**config.mk**
```make
export PLATFORM = sky130hd
export DESIGN_NAME = cstat_top
export DESIGN_NICKNAME = d
export VERILOG_FILES = /design/src/cstat_pkg.sv /design/src/cstat_field_filter.sv /design/src/cstat_crc_check.sv /design/src/cstat_top.sv
export SDC_FILE = /design/constraint.sdc
export NUM_CORES = 1
export LEC_CHECK = 0
export BUFFER_PORTS_ARGS = -buffer_cell sky130_fd_sc_hd__buf_2
export CORE_ASPECT_RATIO = 1.1
export CORE_MARGIN = 3
export CORE_UTILIZATION = 39
export DETAILED_ROUTE_END_ITERATION = 12
export GPL_TIMING_DRIVEN = 1
export PLACE_DENSITY = 0.75
export SYNTH_ARGS = -nofsm -noshare
export SYNTH_HDL_FRONTEND = slang
export SYNTH_SLANG_ARGS = --single-unit
```
**constraint.sdc**
```tcl
create_clock -name clk -period 1.8 [get_ports clk]
set_input_delay 0.09 -clock clk [delete_from_list [all_inputs] [get_ports clk]]
set_output_delay 0.09 -clock clk [all_outputs]
set_load 0.02 [all_outputs]
```
**src/cstat_pkg.sv**
```systemverilog
// package for the contactless status register block
// ****************************************************************
// Function
// - bit 30 shows phase loop switched on
// - bit 29 field lost during load modulation
// - bit 28 crc zero or residue
// - bit 27 follows live subcarrier detector
// - bit 26 start of frame recognised
// - bit 25 own antenna drivers on
// - bit 24 filtered external field present
// - bit 15 running on fallback clock
// - bit 14 buffer transfer in progress
// - bits 10:8 fault cause, codes 0-4
// - fault codes 5-7 unused, shown as 0
// - bit 5 receive decoder armed
// - bit 4 transmit encoder sending
// - bit 3 receive decoder receiving
// - bits 2:0 transceive sequencer state
// ****************************************************************
package cstat_pkg;

    // ************************************************************
    // register map
    // ************************************************************
    localparam int ADDR_W = 12;
    localparam logic [11:0] STATUS_OFF = 12'h008;
    localparam logic [11:0] CTRL_OFF = 12'h020;
    localparam logic [31:0] STATUS_RST = 32'h0000_0000;
    localparam logic [31:0] CTRL_RST = 32'h0000_0000;
    localparam logic [31:0] CTRL_MASK = 32'h0000_0003;

    // ************************************************************
    // status field positions
    // ************************************************************
    localparam int LOOP_ON_BIT = 30;
    localparam int FIELD_LOSS_BIT = 29;
    localparam int CRC_OK_BIT = 28;
    localparam int SUBCARRIER_BIT = 27;
    localparam int SOF_BIT = 26;
    localparam int OWN_FIELD_BIT = 25;
    localparam int EXT_FIELD_BIT = 24;
    localparam int FALLBACK_CLK_BIT = 15;
    localparam int BUF_BUSY_BIT = 14;
    localparam int TX_READ_FAULT_BIT = 13;
    localparam int TX_LATE_FAULT_BIT = 12;
    localparam int TX_NO_DATA_BIT = 11;
    localparam int FAULT_CODE_LSB = 8;
    localparam int RX_ARMED_BIT = 5;
    localparam int TX_BUSY_BIT = 4;
    localparam int RX_BUSY_BIT = 3;
    localparam int TRX_STATE_LSB = 0;

    // control bits
    localparam int CTRL_SEL_BIT = 0;
    localparam int CTRL_INV_BIT = 1;

    // ************************************************************
    // field activation fault codes
    // ************************************************************
    localparam logic [2:0] FAULT_NONE = 3'h0;
    localparam logic [2:0] FAULT_IN_INITIAL = 3'h1;
    localparam logic [2:0] FAULT_IN_ACTIVATION = 3'h2;
    localparam logic [2:0] FAULT_NO_FIELD = 3'h3;
    localparam logic [2:0] FAULT_PEER_DROP = 3'h4;

    // transceive sequencer codes
    localparam logic [2:0] TRX_IDLE = 3'h0;
    localparam logic [2:0] TRX_WAIT_TX = 3'h1;
    localparam logic [2:0] TRX_TX = 3'h2;
    localparam logic [2:0] TRX_WAIT_RX = 3'h3;
    localparam logic [2:0] TRX_WAIT_DATA = 3'h4;
    localparam logic [2:0] TRX_RX = 3'h5;
    localparam logic [2:0] TRX_WAIT_LOOP = 3'h6;
    localparam logic [2:0] TRX_LOOP = 3'h7;

    // ************************************************************
    // crc check and field filter
    // ************************************************************
    localparam int CRC_W = 16;
    localparam logic [15:0] CRC_RESIDUE = 16'h0f47;
    localparam int FILT_W = 3;
    localparam logic [2:0] FILT_LAST = 3'h3;

    // ************************************************************
    // types
    // ************************************************************
    typedef enum logic {CSTAT_PH_IDLE, CSTAT_PH_ACCESS} cstat_ph_t;

    typedef struct packed {
        logic loop_on_flag;
        logic field_loss_during_tx;
        logic active_load_modulation_mode;
        logic [15:0] crc_value;
        logic subcarrier_seen;
        logic sof_seen;
        logic own_field_on;
        logic fallback_clk_active;
        logic buffer_transfer_busy;
        logic tx_read_fault;
        logic tx_late_fault;
        logic tx_no_data_fault;
        logic [2:0] field_activation_fault_code;
        logic rx_armed;
        logic tx_busy;
        logic rx_busy;
        logic [2:0] transceive_state;
    } cstat_src_t;

    typedef struct packed {
        logic [31:0] status;
        logic [31:0] prdata;
        logic pready;
        logic pslverr;
        logic field_loss_detect_select;
        logic crc_inverted;
        cstat_ph_t ph;
    } cstat_main_t;

    typedef struct packed {
        logic s1;
        logic s2;
        logic [2:0] cnt;
        logic level;
    } cstat_filt_t;

    function automatic logic cstat_hit(input logic [11:0] a,
                                       input logic [11:0] off);
        return a == off;
    endfunction : cstat_hit

endpackage : cstat_pkg

```
**src/cstat_field_filter.sv**
```systemverilog
// external field level synchroniser and digital filter
`timescale 1ns/10ps
module cstat_field_filter
    import cstat_pkg::*;
(
    input wire logic clk,
    input wire logic reset_n,
    input wire logic raw_level,
    output logic external_field_present
);
    cstat_filt_t st_ff;
    cstat_filt_t nxt_st;

    // ************************************************************
    // two stage sync, then count stable disagreeing samples
    // ************************************************************
    always_comb begin
        nxt_st = st_ff;
        nxt_st.s1 = raw_level;
        nxt_st.s2 = st_ff.s1;
        if (st_ff.s2 == st_ff.level) begin
            nxt_st.cnt = '0;
        end else if (st_ff.cnt == FILT_LAST) begin
            nxt_st.level = st_ff.s2;
            nxt_st.cnt = '0;
        end else begin
            nxt_st.cnt = st_ff.cnt + 3'h1;
        end
    end

    always_ff @(posedge clk or negedge reset_n) begin
        if (!reset_n) begin
            st_ff <= '0;
        end else begin
            st_ff <= nxt_st;
        end
    end

    assign external_field_present = st_ff.level;

endmodule : cstat_field_filter

```
**src/cstat_crc_check.sv**
```systemverilog
// compares the running crc against zero or the residue
`timescale 1ns/10ps
module cstat_crc_check
    import cstat_pkg::*;
(
    input wire logic clk,
    input wire logic reset_n,
    input wire logic [15:0] crc_value,
    input wire logic crc_inverted,
    output logic crc_ok
);
    logic crc_ok_ff;
    logic nxt_crc_ok;

    always_comb begin
        if (crc_inverted) begin
            nxt_crc_ok = crc_value == CRC_RESIDUE;
        end else begin
            nxt_crc_ok = crc_value == '0;
        end
    end

    always_ff @(posedge clk or negedge reset_n) begin
        if (!reset_n) begin
            crc_ok_ff <= 1'b0;
        end else begin
            crc_ok_ff <= nxt_crc_ok;
        end
    end

    assign crc_ok = crc_ok_ff;

endmodule : cstat_crc_check

```
**src/cstat_top.sv**
```systemverilog
// contactless status word with apb slave and control register
//
// Our own choice: the APB register port.
`timescale 1ns/10ps
module cstat_top
    import cstat_pkg::*;
(
    input wire logic clk,
    input wire logic reset_n,
    input wire logic psel,
    input wire logic penable,
    input wire logic pwrite,
    input wire logic [11:0] paddr,
    input wire logic [31:0] pwdata,
    output logic [31:0] prdata,
    output logic pready,
    output logic pslverr,
    input wire cstat_src_t src,
    input wire logic ext_field_raw
);
    cstat_main_t st_ff;
    cstat_main_t nxt_st;
    logic crc_ok;
    logic ext_field;
    logic [31:0] word;
    logic [2:0] fault_code;
    logic setup;
    logic wr_done;

    // ************************************************************
    // helpers
    // ************************************************************
    cstat_crc_check u_crc (
        .clk(clk),
        .reset_n(reset_n),
        .crc_value(src.crc_value),
        .crc_inverted(st_ff.crc_inverted),
        .crc_ok(crc_ok)
    );

    cstat_field_filter u_filt (
        .clk(clk),
        .reset_n(reset_n),
        .raw_level(ext_field_raw),
        .external_field_present(ext_field)
    );

    // ************************************************************
    // status word assembly
    // ************************************************************
    always_comb begin
        if (src.field_activation_fault_code > FAULT_PEER_DROP) begin
            fault_code = FAULT_NONE;
        end else begin
            fault_code = src.field_activation_fault_code;
        end
    end

    always_comb begin
        word = '0;
        word[LOOP_ON_BIT] = src.loop_on_flag;
        word[FIELD_LOSS_BIT] = src.field_loss_during_tx
            & src.active_load_modulation_mode
            & st_ff.field_loss_detect_select;
        word[CRC_OK_BIT] = crc_ok;
        word[SUBCARRIER_BIT] = src.subcarrier_seen;
        word[SOF_BIT] = src.sof_seen;
        word[OWN_FIELD_BIT] = src.own_field_on;
        word[EXT_FIELD_BIT] = ext_field;
        word[FALLBACK_CLK_BIT] = src.fallback_clk_active;
        word[BUF_BUSY_BIT] = src.buffer_transfer_busy;
        word[TX_READ_FAULT_BIT] = src.tx_read_fault;
        word[TX_LATE_FAULT_BIT] = src.tx_late_fault;
        word[TX_NO_DATA_BIT] = src.tx_no_data_fault;
        word[FAULT_CODE_LSB +: 3] = fault_code;
        word[RX_ARMED_BIT] = src.rx_armed;
        word[TX_BUSY_BIT] = src.tx_busy;
        word[RX_BUSY_BIT] = src.rx_busy;
        word[TRX_STATE_LSB +: 3] = src.transceive_state;
    end

    // ************************************************************
    // apb slave, one wait-free access phase
    // ************************************************************
    assign setup = psel & ~penable;
    assign wr_done = psel & penable & pwrite & st_ff.pready;

    always_comb begin
        nxt_st = st_ff;
        nxt_st.status = word;
        nxt_st.pready = 1'b0;
        nxt_st.pslverr = 1'b0;
        case (st_ff.ph)
            CSTAT_PH_IDLE: begin
                if (setup) begin
                    nxt_st.ph = CSTAT_PH_ACCESS;
                    nxt_st.pready = 1'b1;
                    nxt_st.prdata = '0;
                    if (cstat_hit(paddr, STATUS_OFF)) begin
                        if (!pwrite) begin
                            nxt_st.prdata = st_ff.status;
                        end
                    end else if (cstat_hit(paddr, CTRL_OFF)) begin
                        if (!pwrite) begin
                            nxt_st.prdata[CTRL_SEL_BIT] =
                                st_ff.field_loss_detect_select;
                            nxt_st.prdata[CTRL_INV_BIT] =
                                st_ff.crc_inverted;
                        end
                    end else begin
                        nxt_st.pslverr = 1'b1;
                    end
                end
            end
            CSTAT_PH_ACCESS: begin
                nxt_st.ph = CSTAT_PH_IDLE;
                // writes to the status word fall through unheard
                if (wr_done && cstat_hit(paddr, CTRL_OFF)) begin
                    nxt_st.field_loss_detect_select = pwdata[CTRL_SEL_BIT];
                    nxt_st.crc_inverted = pwdata[CTRL_INV_BIT];
                end
            end
            default: begin
                nxt_st.ph = CSTAT_PH_IDLE;
            end
        endcase
    end

    always_ff @(posedge clk or negedge reset_n) begin
        if (!reset_n) begin
            st_ff <= '0;
        end else begin
            st_ff <= nxt_st;
        end
    end

    assign prdata = st_ff.prdata;
    assign pready = st_ff.pready;
    assign pslverr = st_ff.pslverr;
endmodule : cstat_top

```
-- Word-level counts from Yosys, hierarchy flattened
Cells that the tools add are included.
- shift operators: 0
- magnitude comparators: 1
- add/subtract/negate cells: 1
- equality and inequality tests: 5
- $mul: 0
- reduce and logical (&&, ||, !) cells: 5
- bitwise gates (word level): 9
- divide/modulo/power cells: 0
- mux-type cells: 15
- operator list (operator ; number):
    $mux W31 ; 1
    $mux W29 ; 1
    $eq A16 B12 Y1 const B ; 1
    $logic_not A16 Y1 ; 1
    $eq A12 B4 Y1 const B ; 1
    $eq A12 B6 Y1 const B ; 1
    $mux W2 ; 5
    $mux W3 ; 3
    $and A1 B1 Y1 ; 6
    $reduce_and A2 Y1 ; 3
    $mux W1 ; 4
    $add A3 B1 Y3 const B ; 1
    $eq A3 B2 Y1 const B ; 1
    $gt A3 B3 Y1 const B ; 1
    $not A1 Y1 ; 3
    $pmux W1 S2 ; 1
    $eq A1 B1 Y1 ; 1
    $logic_and A1 B1 Y1 ; 1
- bits of input ports: 86
- bits in read-only memories: 0
- memories: 0
- word-level logic and storage cells: 48
- output and inout port bits: 34
- bits in registers: 65
- bits in latches: 0
- bits in writable memories: 0

-- Depth between registers and ports, before layout
- word-level depth: 5
- gate-level depth with buffers: 4
- gate-level depth less buffers: 4

-- Cells and area by module
A second synthesis with hierarchy kept.
- cells, all modules: 155
- area, all modules: 2110.8 µm²
- by module, submodules not included (module ; cells each ; area each (µm²) ; times used ; seq. area each (µm²)):
    cstat_top ; 129 ; 1803.0 ; 1 ; 1151.1
    cstat_field_filter ; 13 ; 216.5 ; 1 ; 150.1
    cstat_crc_check ; 13 ; 91.3 ; 1 ; 25.0

-- Least setup slack after synthesis
Ideal clock, no wire load.
- kind: flip-flop to flip-flop
- start point: reg st_ff[0] (netlist name)
- end point: reg st_ff (netlist bit prdata[13])
- cell stages (with the launch flop): 5
- path slack: -0.084 ns
- buffers on the path: 1
- setup time: 0.065 ns
- arrival: 1.818 ns
- period minus slack after synthesis: 1.884 ns
- required time: 1.735 ns
- cells stage by stage: dfrtp_1 -> or4b_1 -> nor4_4 -> buf_4 -> a22o_1
- cells in the longest elaborated chain, start to end: 2
- ends and longest elaborated chain (what ; RTL line ; source):
    start, declared ; cstat_top.sv:21 ; cstat_main_t st_ff;
    start signal, assigned ; cstat_top.sv:133 ; st_ff <= nxt_st;
    $not A1 Y1 (no source line) ; n/a ;
    $reduce_and A2 Y1 (no source line) ; n/a ;
No other way between the ends.
A chain may end at the register's enable or synchronous reset.

-- Worst setup path after layout
- start point: reg st_ff[0] (netlist name)
- end point: reg st_ff (netlist bit prdata[10])
Same word-level chain as after synthesis.

==> metrics.md <==
| Metric | Value |
|---|---|
| Worst setup path category | `flop to flop` |
| Reg2reg path depth | `4` |
| Hold depth | `2` |
| Total gr overflow | `0` |
| Worst clock skew | `3.72 ps` |
| H-tree depth | `2` |
| Die Width | `75.9 microns` |
| Placed cell areas | `0.00243 sq mm` |
| Synth area leader | `dfrtp_1` |
| GP Congestion | `0.721` |
| Fin cells | `315` |
| Top_reg_cell synth | `dfrtp_1` |
| Row count | `27` |
| Setup violators final | `0` |
| Final hold viol count | `0` |
| Via count | `1423` |
| Share of the synthesized area in the top cell type | `63.2%` |
| Ys Warns | `0` |
| Pin count of the biggest net entering global routing | `54` |
| Synth top area cells | `dfrtp_1, buf_4, a22o_1` |
| CP Capture Type | `flop` |
| Via-to-Cell Ratio | `4.52` |
| Remaining DRCs | `0` |
| WP data arrival | `1920 ps` |
| Crit Path Max Fanout | `10` |
| Layout cells sized above 1 | `42.0%` |
| WP data required | `2040 ps` |
| Met1 wire length | `1.69 mm` |
| CTS max path bufs | `2` |
| CTS sink cnt | `53` |
| Final worst slack | `115 ps` |
| Reg clk slew, reported paths | `90 ps` |
| Max incr delay on CP | `530 ps` |
| Inst Count DP | `286` |
| Final WL | `4.09 mm` |
| Setup WS pre-CTS | `-74.3 ps` |
| Core ar. | `0.00510 sq mm` |
| Max-slew violation count | `0` |
| Clk_lat worst skew | `290 ps` |
| Global-route wire length before repair | `6.80 mm` |
| Maximum VDD drop | `0.432 mV` |
| Dpl hpwl | `2.90 mm` |
| Final Cycle Share | `93.6%` |
| Total GRT Usage | `13.4%` |
| I/O Buffers | `78` |
| Initial DRC Count | `33` |
| Max Cap Viol | `0` |
| Post-synthesis sequential area ratio | `63.2%` |
| Post-route ant nets | `0` |
| CP max stage cell | `or4b_4` |
| Hold crit path type | `primary input to flop` |
| Top sig layer | `met4` |
| Highest Clock Rate | `0.593 GHz` |
| Mapped Area | `0.00210 sq mm` |
| Pwr Density | `848 mW/mm^2` |
| Startpoint Class | `flop` |
| Wire per inst | `13.0 microns` |
| Top-count cell post-synth | `dfrtp_1` |
| DIE AREA | `0.00629 sq mm` |
| Filler Cells Inserted | `444` |
| Die Height | `82.9 microns` |
| CP bufs+invs | `1` |
| Synth-to-layout area growth | `31.7%` |
| Syn Area/Cell | `13.6 sq um` |
| Status | `finished, final reports clean` |
| Initial Utilization | `41.1%` |
| CP Depth | `4` |
| Top cells by count, synth | `dfrtp_1, buf_4, a22o_1` |
| Antenna cells | `0` |
| Total power | `2.34 mW` |
| Yosys reg bits | `53` |
| Min cycle time layout | `1690 ps` |
| Netlist cell types | `28` |
| RSZ-0062 raised after global routing | `false` |
| Cells along the critical path | `or4b_4 > nor4_4 > buf_4 > a22o_1` |
| Design area | `0.00276 sq mm` |
| Crit path max-delay family | `simple AND/OR/NAND/NOR gates` |
| LEAKAGE | `1.45 nW` |
| Antenna violations before repair | `0` |
| Met2 WL | `2.11 mm` |
| DR WL met3 | `225 microns` |
| Post-synth EDFFs | `0` |
| TritonCTS Buffers | `5` |
| Number of global-route vias before repair | `1457` |
| Asr flop ratio synth | `100%` |
| Detailed Routing Iterations Pass 1 | `4` |
| Clk root buf | `clkbuf_8` |
| CTS tree | `done` |
| I/O pin count | `120` |
| Synth Instances | `154` |
| Layout Nets | `329` |
## per-stage QoR
step	TNS, ps	utilization, %	hold slack (ps)
2_1_floorplan	-443	-	-206
3_3_place_gp	-149	47.6	100
3_5_place_dp	-149	47.6	103
4_1_cts	0	53.8	1.40
5_1_grt	0	54.2	13.2
6_report	0	54.2	11.3
## flip-flops by register name, summed over array words and instances (netlist names)
register / flops
u_filt.nxt_st: 1
prdata: 21
u_filt.st_ff: 4
st_ff: 24
u_crc.crc_ok: 1
u_filt.external_field_present: 1
pslverr: 1
## placed cells by master, fill, tap and decap left out, drive strengths merged, types with 3 or more instances in the layout
cell type    count
nor4             6
nor2             4
conb            11
nand4            3
dlygate4sd3     21
nor2b            4
nand2            3
dfrtp           53
buf             85
mux2             3
a22o            21
clkbuf           7
or4              3
## routing by layer
metal / vias to the layer above / global-route usage (%)
met1: 683 / 16.6
met4: 0 / 3.95
met5: - / 0
met3: 8 / 3.58
met2: 50 / 23.1
li1: 682 / -
## worst reg2reg max path, stage by stage (launching register included)
cell	delay, ps
dfrtp_2	430
or4b_4	530
nor4_4	300
buf_4	220
a22o_1	140
## cell type report
type                            count  area (sq um)  area share, %
Inverter                            1          3.75          0.136
Timing Repair Buffer              106           666           24.1
Tap cell                           72          90.1           3.26
Sequential cell                    53          1330           48.1
Multi-Input combinational cell     75           559           20.2
Clock buffer                        7          86.3           3.12
Clock inverter                      1          30.0           1.09
## report_power, final
| part | switching (mW) | internal, mW | total (mW) |
|---|---|---|---|
| Sequential | 0.0290 | 1.26 | 1.28 |
| Combinational | 0.124 | 0.131 | 0.254 |
| Clock | 0.351 | 0.453 | 0.804 |
## worst paths after layout
check / startpoint / endpoint / slack [ps]
worst max-delay path: st_ff[0] / prdata[10] / 110
worst min-delay path: pwdata[0] / st_ff[2] / 10
worst max register to register: st_ff[0] / prdata[10] / 110
worst min register to register: u_filt.nxt_st[4] / u_filt.st_ff[4] / 360
max in group asynchronous: reset_n / st_ff[0] / 1240
min in group asynchronous: reset_n / prdata[26] / 320
## kinds of logic (layout without fill, tap and decap cells)
kind of cell               after synthesis  count (layout)  synth area share [%]
other                                    1              11                 0.179
AOI/OAI and AO/OA                       25              25                  9.96
DFF                                     53              53                  63.2
adders and majority gates                1               1                 0.597
muxes                                    3               3                  1.61
xor gates and xnor gates                 2               2                 0.835
buffers and inverters                   36             115                  12.4
and+or+nand+nor                         33              33                  11.2
## what timing repair did
item / in CTS / in global routing
setup buffers: 0 / 0
setup endpoints to repair: 0 / 1
endpoints found under the hold margin: 72 / 1
hold buffers: 20 / 1
resized for setup: 0 / 1
No activity file was read; power rests on OpenSTA's default activity.
